$ cat src/rtl/ppmr_pkg.sv
// Constants of the power management register bank.
// Assumes byte offsets on an 8-bit configuration address.
package ppmr_pkg;
  typedef enum logic [1:0] {
    PWR_D0    = 2'h0,
    PWR_D1    = 2'h1,
    PWR_D2    = 2'h2,
    PWR_D3HOT = 2'h3
  } ppmr_pstate_e;

  localparam logic [7:0]  OFS_CAP_ID      = 8'ha0;
  localparam logic [7:0]  OFS_CAPS        = 8'ha2;
  localparam logic [7:0]  OFS_CSR         = 8'ha4;
  localparam logic [7:0]  OFS_BRIDGE      = 8'ha6;
  localparam logic [7:0]  CAP_ID_VAL      = 8'h01;
  localparam logic [7:0]  NEXT_PTR_VAL    = 8'h00;
  localparam logic [7:0]  PM_DATA_VAL     = 8'h00;
  localparam logic [15:0] CSR_RESET       = 16'h0000;
  localparam logic [7:0]  BRIDGE_RESET    = 8'hc0;
  localparam int          BRIDGE_BPCC_BIT = 7;
  localparam int          BRIDGE_B2B3_BIT = 6;
  localparam int          CAP_D3COLD_BIT  = 15;
  localparam logic        CAP_D3COLD_RST  = 1'b1;
  localparam logic [5:0]  CAP_STATES_VAL  = 6'h3f;
  localparam logic        CAP_DSI_VAL     = 1'b0;
  localparam logic        CAP_AUX_VAL     = 1'b0;
  localparam logic        CAP_CLK_VAL     = 1'b0;
  localparam logic [2:0]  VER_REV11       = 3'h2;
  localparam logic [2:0]  VER_REV12       = 3'h3;
  localparam int          CSR_STATUS_BIT  = 15;
  localparam int          CSR_ENABLE_BIT  = 8;
  localparam logic [1:0]  DYN_SCALE_VAL   = 2'h0;
  localparam logic [3:0]  DYN_SELECT_VAL  = 4'h0;
endpackage

$ cat src/rtl/ppmr_wake.sv
// Wake status and wake enable with their reset domains.
// Assumes wake_event is a one-cycle pulse from the function's logic.
`timescale 1ns/10ps
module ppmr_wake (
  input  wire logic sys_clk,       // Clock
  input  wire logic srst,          // Global reset
  input  wire logic bus_reset_in,  // Bus reset
  input  wire logic wake_event,    // Function would signal wake
  input  wire logic status_clr,    // Write of one to status
  input  wire logic enable_wr,     // Write to enable byte
  input  wire logic enable_wdata,  // New enable value
  output logic      wake_status,   // Sticky wake status
  output logic      wake_enable,   // Wake enable
  output logic      wake_out       // Wake asserted by this function
);
  logic wake_status_ff;
  logic wake_enable_ff;
  logic wake_out_ff;
  logic nxt_wake_status;
  logic nxt_wake_enable;

  // Event wins over a clear in the same cycle
  always_comb begin
    nxt_wake_status = wake_status_ff;
    if (status_clr) begin
      nxt_wake_status = 1'b0;
    end
    if (bus_reset_in && !wake_enable_ff) begin
      nxt_wake_status = 1'b0;
    end
    if (wake_event) begin
      nxt_wake_status = 1'b1;
    end
    nxt_wake_enable = enable_wr ? enable_wdata : wake_enable_ff;
  end

  always_ff @(posedge sys_clk) begin
    if (srst) begin
      wake_status_ff <= 1'b0;
    end else begin
      wake_status_ff <= nxt_wake_status;
    end
  end

  // Bus reset deliberately not applied here
  always_ff @(posedge sys_clk) begin
    if (srst) begin
      wake_enable_ff <= 1'b0;
    end else begin
      wake_enable_ff <= nxt_wake_enable;
    end
  end

  always_ff @(posedge sys_clk) begin
    if (srst) begin
      wake_out_ff <= 1'b0;
    end else begin
      wake_out_ff <= nxt_wake_status && nxt_wake_enable;
    end
  end

  assign wake_status = wake_status_ff;
  assign wake_enable = wake_enable_ff;
  assign wake_out    = wake_out_ff;
endmodule

$ cat src/rtl/ppmr_secbus.sv
// Secondary bus clock and power control from the power state.
// Assumes the state input is the live power-state register.
`timescale 1ns/10ps
module ppmr_secbus
  import ppmr_pkg::*;
(
  input  wire logic         sys_clk,       // Clock
  input  wire logic         srst,          // Global reset
  input  wire logic [1:0]   power_state,   // Current power state
  input  wire logic [7:0]   bridge_ext,    // Bridge extension contents
  output logic              sec_clk_stop,  // Stop secondary clock
  output logic              sec_power_off  // Remove secondary power
);
  logic sec_clk_stop_ff;
  logic sec_power_off_ff;
  logic in_d3hot;
  logic bpcc;

  assign in_d3hot = (power_state == PWR_D3HOT);
  assign bpcc     = bridge_ext[BRIDGE_BPCC_BIT];

  // Without bus control the state field never reaches the bus
  always_ff @(posedge sys_clk) begin
    if (srst) begin
      sec_clk_stop_ff  <= 1'b0;
      sec_power_off_ff <= 1'b0;
    end else begin
      sec_clk_stop_ff  <= bpcc && in_d3hot && bridge_ext[BRIDGE_B2B3_BIT];
      sec_power_off_ff <= bpcc && in_d3hot && !bridge_ext[BRIDGE_B2B3_BIT];
    end
  end

  assign sec_clk_stop  = sec_clk_stop_ff;
  assign sec_power_off = sec_power_off_ff;
endmodule

$ cat src/rtl/ppmr_top.sv
// Power management configuration registers of a card bridge function.
// Assumes one configuration request per cycle at most, on sys_clk.
// How it works
// Device-specific init bit reads zero, read-only
// Aux power bit zero, zero without D3cold
// Clock-dependence bit read-only, zero without wake
// Version 010b or 011b by revision select
// Control/status untouched by D3hot-to-D0 reset
// D3hot-to-D0 pulses internal function reset
// Wake status sets on every wake event
// Writing one clears status and wake
// Data scale and select read zero
// Wake enable gates the wake output
// Wake enable cleared by global reset only
// Reserved bits read zero
// Power state readable, writable, four encodings
// Wake status survives bus reset if enabled
// Bus power/clock control bit reads one
// Disabled control leaves secondary bus alone
// D3HOT_SECONDARY_ACTION bit one: D3hot stops clock
// D3cold wake bit writable, defaults one
// Writes to read-only fields are ignored
`timescale 1ns/10ps
module ppmr_top
  import ppmr_pkg::*;
(
  input  wire logic        sys_clk,          // 250 MHz clock
  input  wire logic        srst,             // Global reset, active high
  input  wire logic        bus_reset_in,     // Bus reset, active high
  input  wire logic        cfg_req,          // Configuration request
  input  wire logic        cfg_we,           // High for write
  input  wire logic [7:0]  cfg_addr,         // Byte address
  input  wire logic [3:0]  cfg_be,           // Byte enables
  input  wire logic [31:0] cfg_wdata,        // Write data
  output logic [31:0]      cfg_rdata,        // Read data
  output logic             cfg_ack,          // Answer pulse
  input  wire logic        revision_select,  // Device control select bit
  input  wire logic        wake_event,       // Function would signal wake
  output logic             wake_out,         // Wake asserted
  output logic             func_reset,       // Internal reset pulse
  output logic [1:0]       power_state,      // Current power state
  output logic             sec_clk_stop,     // Secondary clock stopped
  output logic             sec_power_off     // Secondary power removed
);
  import ppmr_pkg::*;

  logic [1:0]  power_state_field_ff;
  logic        d3cold_wake_ff;
  logic        func_reset_ff;
  logic [31:0] cfg_rdata_ff;
  logic        cfg_ack_ff;
  logic [1:0]  nxt_power_state;
  logic        wr_cap_dw;
  logic        wr_csr_dw;
  logic        rd_req;
  logic        wake_status;
  logic        wake_enable;
  logic        aux_supply_flag;
  logic        wake_needs_clock;
  logic [2:0]  version;
  logic [15:0] caps_word;
  logic [15:0] csr_word;
  logic [7:0]  bridge_word;
  logic [31:0] rd_mux;
  logic        wake_any_state;

  assign wr_cap_dw = cfg_req && cfg_we && (cfg_addr[7:2] == OFS_CAP_ID[7:2]);
  assign wr_csr_dw = cfg_req && cfg_we && (cfg_addr[7:2] == OFS_CSR[7:2]);
  assign rd_req    = cfg_req && !cfg_we;

  // Capability field values
  assign wake_any_state   = d3cold_wake_ff || (|CAP_STATES_VAL[5:2]);
  assign aux_supply_flag  = CAP_AUX_VAL && d3cold_wake_ff;
  assign wake_needs_clock = CAP_CLK_VAL && wake_any_state;
  assign version          = revision_select ? VER_REV12 : VER_REV11;

  assign caps_word = {d3cold_wake_ff,
                      CAP_STATES_VAL[5:2],
                      CAP_STATES_VAL[1:0],
                      3'h0,
                      CAP_DSI_VAL,
                      aux_supply_flag,
                      wake_needs_clock,
                      version};

  assign csr_word = {wake_status,
                     DYN_SCALE_VAL,
                     DYN_SELECT_VAL,
                     wake_enable,
                     6'h00,
                     power_state_field_ff};

  // Fixed content; bits 5..0 reserved and zero
  assign bridge_word = BRIDGE_RESET;

  always_comb begin
    rd_mux = 32'h0000_0000;
    case (cfg_addr[7:2])
      OFS_CAP_ID[7:2]: begin
        rd_mux = {caps_word, NEXT_PTR_VAL, CAP_ID_VAL};
      end
      OFS_CSR[7:2]: begin
        rd_mux = {PM_DATA_VAL, bridge_word, csr_word};
      end
      default: begin
        rd_mux = 32'h0000_0000;
      end
    endcase
  end

  // Answer one cycle after every request, read or write
  always_ff @(posedge sys_clk) begin
    if (srst) begin
      cfg_ack_ff <= 1'b0;
    end else begin
      cfg_ack_ff <= cfg_req;
    end
  end

  // Read data holds until the next read
  always_ff @(posedge sys_clk) begin
    if (srst) begin
      cfg_rdata_ff <= 32'h0000_0000;
    end else if (rd_req) begin
      cfg_rdata_ff <= rd_mux;
    end
  end

  // Only byte lane 3 of the capability word is writable
  always_ff @(posedge sys_clk) begin
    if (srst) begin
      d3cold_wake_ff <= CAP_D3COLD_RST;
    end else if (wr_cap_dw && cfg_be[3]) begin
      d3cold_wake_ff <= cfg_wdata[16 + CAP_D3COLD_BIT];
    end
  end

  // Internal reset must not touch this register
  always_comb begin
    nxt_power_state = power_state_field_ff;
    if (wr_csr_dw && cfg_be[0]) begin
      nxt_power_state = cfg_wdata[1:0];
    end
  end

  always_ff @(posedge sys_clk) begin
    if (srst || bus_reset_in) begin
      power_state_field_ff <= CSR_RESET[1:0];
    end else begin
      power_state_field_ff <= nxt_power_state;
    end
  end

  // One-cycle reset for the rest of the function
  always_ff @(posedge sys_clk) begin
    if (srst) begin
      func_reset_ff <= 1'b0;
    end else begin
      func_reset_ff <= (power_state_field_ff == PWR_D3HOT) &&
                       (nxt_power_state == PWR_D0) &&
                       !bus_reset_in;
    end
  end

  ppmr_wake u_wake (
    .sys_clk      (sys_clk),
    .srst         (srst),
    .bus_reset_in (bus_reset_in),
    .wake_event   (wake_event),
    .status_clr   (wr_csr_dw && cfg_be[1] && cfg_wdata[CSR_STATUS_BIT]),
    .enable_wr    (wr_csr_dw && cfg_be[1]),
    .enable_wdata (cfg_wdata[CSR_ENABLE_BIT]),
    .wake_status  (wake_status),
    .wake_enable  (wake_enable),
    .wake_out     (wake_out)
  );

  ppmr_secbus u_secbus (
    .sys_clk       (sys_clk),
    .srst          (srst),
    .power_state   (power_state_field_ff),
    .bridge_ext    (bridge_word),
    .sec_clk_stop  (sec_clk_stop),
    .sec_power_off (sec_power_off)
  );

  assign cfg_rdata   = cfg_rdata_ff;
  assign cfg_ack     = cfg_ack_ff;
  assign func_reset  = func_reset_ff;
  assign power_state = power_state_field_ff;
endmodule

$ cat config.mk
export PLATFORM = sky130hd
export DESIGN_NAME = ppmr_top
export DESIGN_NICKNAME = d
export VERILOG_FILES = /design/src/rtl/ppmr_pkg.sv /design/src/rtl/ppmr_wake.sv /design/src/rtl/ppmr_secbus.sv /design/src/rtl/ppmr_top.sv
export SDC_FILE = /design/constraint.sdc
export NUM_CORES = 1
export LEC_CHECK = 0
export ABC_AREA = 1
export BUFFER_PORTS_ARGS = -buffer_cell sky130_fd_sc_hd__buf_2
export CAP_MARGIN = 15
export CORE_MARGIN = 2
export CORE_UTILIZATION = 37
export DETAILED_ROUTE_END_ITERATION = 12
export GPL_ROUTABILITY_DRIVEN = 0
export PLACE_DENSITY_LB_ADDON = 0.25
export SETUP_SLACK_MARGIN = 0.2
export SYNTH_ARGS = -nofsm -noshare
export SYNTH_HDL_FRONTEND = slang
export SYNTH_SLANG_ARGS = --single-unit
export TNS_END_PERCENT = 1
$ cat constraint.sdc
create_clock -name sys_clk -period 2.5 [get_ports sys_clk]
set_input_delay 0.25 -clock sys_clk [delete_from_list [all_inputs] [get_ports sys_clk]]
set_output_delay 0.25 -clock sys_clk [all_outputs]
set_load 0.05 [all_outputs]
After elaboration in Yosys (flattened, before gate mapping)
Index checks and enable logic that the tools add are counted.
- muxes and demuxes: 7
- reductions and logical operators: 17
- equality and inequality tests: 3
- operators by type and width (operator ; count):
    $pmux 32 s2 ; 1
    $eq 6x6->1 const B ; 2
    $logic_and 1x1->1 ; 12
    $mux 1 ; 5
    $logic_not 1->1 ; 3
    $eq 2x2->1 const B ; 1
    $logic_not 2->1 ; 1
    $mux 2 ; 1
    $logic_or 1x1->1 ; 1
- register bits: 41
- input port bits: 51
- word-level logic and storage cells: 36

Longest topological paths before layout
Gate-level depths: netlist of the first run.
- depth after elaboration: 8
- mapped depth: 9
- mapped depth without buffers: 9

By module
A second synthesis of the first run with hierarchy kept.
- cells, all modules: 132
- area, all modules: 967.2 µm²
- modules (own cells, without submodules) (module ; instances ; cells an instance ; area an instance (µm²)):
    ppmr_top ; 1 ; 105 ; 762.0
    ppmr_wake ; 1 ; 18 ; 137.6
    ppmr_secbus ; 1 ; 9 ; 67.6

Worst setup path before layout of the first run
OpenSTA, ideal clock, no wires.
- kind: flip-flop to output port
- start: reg cfg_rdata[30] (netlist name)
- end: out cfg_rdata[25]
- path buffers: 1
- arrival time: 1.012 ns
- setup slack: 1.238 ns
- cell stages (with the launch flop): 2
- required time: 2.250 ns
- cell sequence: dfxtp_1 -> buf_4
- RTL lines (item ; RTL line ; RTL):
    end, declared ; ppmr_top.sv:35 ; output logic [31:0] cfg_rdata,

==> results.yml, run 1 <==
route:
  detail_route.wl_per_cell_um: 9.28
  ant_nets: 0
  viasPerCell: 4.22
  vias: 759
  dr.first_iter.drc_count: 5
  drc: 0
  firstDrtPassIters: 2
  routed_wirelength_mm: 1.67
die:
  initial_core_util_pct: 39.6
  ios: 90
  rows: 17
  die_y_um: 52.9
  die_area_um2: 2800
  coreArea_um2: 2230
  die_w_um: 52.9
timing:
  period_share_pct: 50.6
  rsz0062_at_grt: "false"
  layout_min_cycle_time_ns: 1.26
  slew_violations: 0
  fmax_ghz: 0.791
  finClkSkew_ns: 0.000648
  hold_viol: 0
  setup_viol: 0
  tns_ns: 0
global_route:
  grt_use_total_pct: 13.0
  grt_first_pass_wirelength_mm: 2.64
  grt-ovfl-total: 0
  grt_max_degree: 14
  antenna_found_initial: 0
  grt_pass1_vias: 685
synthesis:
  syn-cell-area_um2: 885
  yosysWarnings: 0
  synth_top_area_share_pct: 38.5
  synthCells: 117
  yosysTopAreaCell: "dfxtp_1"
  ys_seq_area_share_pct: 38.5
  synth_top_family_by_area: "buffers and inverters"
  synth_area_leaders: "dfxtp_1, buf_4, nand2_1"
  synth-main-ff-cell: "dfxtp_1"
  synth-adder-area-share_pct: 0
  ys_ff_latch: 17
  synth_compound_area_share_pct: 7.64
  synth_most_common_cell: "buf_4"
  syn_avg_cell_area_um2: 7.56
  synth_edf_count: 0
  synth_commonest_cells: "buf_4, nand2_1, dfxtp_1"
  synth-simple-area-share_pct: 25.9
  synth-xor-area-share_pct: 0
  synth_cell_types: 19
  ys_async_sr_fraction_pct: 0
  synth_mux_area_share_pct: 0
clocking:
  postCtsSetupRepairBufs: 0
  clk_latency_ns: 0.29
  clkSlewWorstSetupHoldPaths_ns: 0.09
  cts-resized-gates: 0
  cts_buffers: 3
  numClockSinks: 17
  ctsHtreeMaxLevel: 1
  cts_buffer_depth: 2
  ctsHoldBuffers: 0
  root_buffer: "clkbuf_4"
  cts_tree: "yes"
setup_path:
  cp-end-kind: "output pin"
  path_delay_family: "flip-flops"
  crit_fanout: 8
  critPathBufInv: 1
  critPathSlowestCell: "dfxtp_1"
  cp.required_ns: 2.25
  path_cells: "buf_2"
  slowest_delay_ns: 0.43
  critPathArrivalTime_ns: 1.01
  crit_type: "reg -> out"
  cp-start-kind: "register"
flow_run:
  maxCapViolations: 0
power:
  p_leak_nw: 0.540
  power_density_nw_per_um2: 511
  ir_worst_vdd_v: 0.000501
finish:
  final_core_util_pct: 45.3
  area_delta_synth_final_pct: 14.4
  antennaDiodeCount: 0
  finalNetCount: 204
  drive_gt1_share_pct: 32.9
place:
  port_buffers: 41
  dp_hpwl_mm: 1.35
run_status:
  status: "finished clean"
worst_hold_path:
  hp-class: "in -> reg"
==> sequential cells by signal, summed over array words and instances (netlist names) <==
register               count
d3cold_wake_ff             1
u_wake.wake_status         1
cfg_rdata                  8
u_wake.wake_out            1
u_secbus.sec_clk_stop      1
func_reset                 1
u_wake.wake_enable         1
cfg_ack                    1
power_state                2
==> final cells by class <==
cell class                 instances  area [µm²]
fill                             265        1220
inverter                          11        41.3
timing repair buffer              41         205
tap                               28        35.0
clock buffer                       4        26.3
multi-input combinational         79         364
sequential                        17         340
==> placed cells by master (no fill, tap or decap), types with 3 or more instances in the layout <==
cell | netlist | routed
conb_1 | 1 | 18
nor3_1 | 3 | 3
clkbuf_4 | 0 | 3
dfxtp_1 | 17 | 17
inv_1 | 11 | 11
nand2_1 | 20 | 20
nand3_1 | 5 | 5
a21oi_1 | 11 | 11
nand4_1 | 3 | 3
nor2_2 | 3 | 3
buf_2 | 0 | 41
nor2_1 | 10 | 10
==> stage by stage <==
stage | setup slack [ns] | total power, mW | instances | cell area (µm²) | hold WS, ns
after floorplan | 1.24 | 0.384 | 134 | 948 | 0.329
after global placement | 1.21 | 0.381 | 176 | 986 | 0.449
after detailed placement | 1.22 | 0.382 | 176 | 986 | 0.451
after CTS | 1.21 | 0.527 | 180 | 1010 | 0.165
after global routing | 1.14 | 0.544 | 180 | 1010 | 0.168
final | 1.24 | 0.517 | 180 | 1010 | 0.175
==> logic make-up after synthesis <==
group / count (synthesis)
and+or+nand+nor: 48
DFF: 17
buffers and inverters: 38
AOI/OAI and AO/OA: 13
other: 1
==> final timing paths <==
kind	startpoint	to	slack, ns	depth (start not counted)
setup / recovery	cfg_rdata[30]	cfg_rdata[27]	1.24	1
hold / removal	cfg_wdata[31]	d3cold_wake_ff	0.18	3
setup reg to reg	power_state[0]	func_reset	1.56	4
hold reg to reg	u_wake.wake_enable	cfg_rdata[8]	0.46	2
==> per-layer routing <==
metal	vias to the layer above	GRT usage, %	wire (µm)
met5	-	0	0
met1	330	13.2	652
li1	396	-	-
met4	0	2.56	10
met2	31	24.8	860
met3	2	5.08	146
==> report_power, final <==
part	internal [mW]	total (mW)	switching [mW]
clock	0.0621	0.141	0.0793
sequential	0.273	0.274	0.00107
combinational	0.0168	0.102	0.0851
Power figures use the tool's default switching activity.
==> run 2: changes to the inputs <==
CORE_UTILIZATION = 35   (was 37)
clock period = 1.2 ns   (was 2.5 ns; I/O delays follow)
==> results.yml, run 2 (synthesis results as in run 1) <==
run_status:
  status: "finished clean"
global_route:
  grt-ovfl-total: 0
  grt_first_pass_wirelength_mm: 2.61
  grt_max_degree: 13
  grt_pass1_vias: 663
  antenna_found_initial: 0
  grt_use_total_pct: 12.3
timing:
  period_share_pct: 84.1
  hold_viol: 0
  slew_violations: 0
  whs_ns: 0.0294
  rsz0062_at_grt: "true"
  setup_viol: 0
  tns_ns: 0
  layout_min_cycle_time_ns: 1.01
  fmax_ghz: 0.991
  setup_ws_ns: 0.191
  finClkSkew_ns: 0.00548
power:
  p_sw_mw: 0.359
  power_density_nw_per_um2: 996
  internal_power_mw: 0.736
  ir_worst_vdd_v: 0.000450
  p_leak_nw: 0.551
  seq_power_share_pct: 51.9
  p_comb_share_pct: 20.0
  p_total_mw: 1.10
  clkPwrFrac_pct: 28.1
  swShare_pct: 32.8
setup_path:
  rrSetupSlack_ns: 0.36
  path_cells: "buf_2"
  crit_fanout: 2
  slowest_delay_ns: 0.34
  cp-start-kind: "register"
  r2r_cells: 4
  critPathSlowestCell: "dfxtp_1"
  reg2reg_to: "func_reset"
  cp.required_ns: 1.08
  crit_type: "reg -> out"
  critPathArrivalTime_ns: 0.89
  critPathBufInv: 1
  r2r_start: "power_state[1]"
  cp-end-kind: "output pin"
  path_delay_family: "flip-flops"
  startpoint: "cfg_rdata[0]"
die:
  die_area_um2: 2950
  ios: 90
  coreArea_um2: 2430
  rows: 18
  initial_core_util_pct: 36.4
  die_y_um: 54.3
  die_w_um: 54.3
finish:
  num-fill-cells: 259
  largest_reg_flops: 8
  final_common_cell: "buf_2"
  finalNetCount: 206
  drive_gt1_share_pct: 35.7
  final_cell_mix: "buf_2, nand2_1, conb_1"
  antennaDiodeCount: 0
  area_delta_synth_final_pct: 24.3
clocking:
  cts_tree: "yes"
  root_buffer: "clkbuf_4"
  cts_buffer_depth: 2
  ctsHtreeMaxLevel: 1
  clk_latency_ns: 0.30
  numClockSinks: 17
  cts_buffers: 3
  clkSlewWorstSetupHoldPaths_ns: 0.10
  postCtsSetupRepairBufs: 0
worst_hold_path:
  hp-class: "in -> reg"
  min_to: "d3cold_wake_ff"
  hold_start: "cfg_wdata[31]"
  hold_depth: 3
place:
  dp_slack_ns: 0.0475
  port_buffers: 41
  dp_hpwl_mm: 1.36
route:
  firstDrtPassIters: 4
  vias: 776
  detail_route.wl_per_cell_um: 9.15
  ant_nets: 0
  routed_wirelength_mm: 1.68
  drc: 0
  viasPerCell: 4.22
  dr.first_iter.drc_count: 6
flow_run:
  maxCapViolations: 0
run 2: cell types whose count changed in the layout (fill, tap and decap cells not counted), sizes merged:
cell,before,now
buf,41,38
clkbuf,4,9
run 2: layout make-up:
cell class | instances | area [µm²] | share of cell area, %
multi-input cells | 79 | 364 | 33.1
flip-flops and latches | 17 | 347 | 31.5
repair buffers | 43 | 284 | 25.8
inverters | 11 | 41.3 | 3.75
well taps | 30 | 37.5 | 3.41
clock buffers | 4 | 26.3 | 2.39
run 2: how the worst max path moves through the flow:
stage                               end  slack, ns  cells after the start
final                      cfg_rdata[0]       0.19                      1
after global routing      cfg_rdata[29]       0.15                      1
after CTS                 cfg_rdata[23]       0.15                      1
after detailed placement     func_reset       0.05                      8
after global placement       func_reset       0.06                      9
after floorplan           cfg_rdata[25]       0.07                      1
run 2: power by group through the flow:
| stage | sequential (mW) | combinational [mW] | clock, mW |
|---|---|---|---|
| after global routing | 0.569 | 0.234 | 0.343 |
| after CTS | 0.571 | 0.218 | 0.324 |
| after global placement | 0.583 | 0.216 | 0 |
| after detailed placement | 0.584 | 0.217 | 0 |
| after floorplan | 0.592 | 0.208 | 0 |
| final | 0.568 | 0.219 | 0.308 |
run 2: repair_timing:
action | in CTS | in global routing
gates cloned | 0 | 0
endpoints found under the setup margin | 18 | 22
hold buffers | 0 | 0
resized for setup | 9 | 17
run 2: metal layers:
metal	global-route usage, %	part of all wire, %
met5	0	0
met4	7.08	0.95
met3	2.73	8.0
met2	21.3	49
met1	13.7	42
run 2: stage by stage:
step / utilization [%] / cell area, µm² / cells
6_report: 45.2 / 1100 / 184
5_1_grt: 45.2 / 1100 / 184
4_1_cts: 43.3 / 1050 / 184
3_5_place_dp: 41.4 / 1010 / 180
3_3_place_gp: 41.4 / 1010 / 180
2_1_floorplan: - / 951 / 134
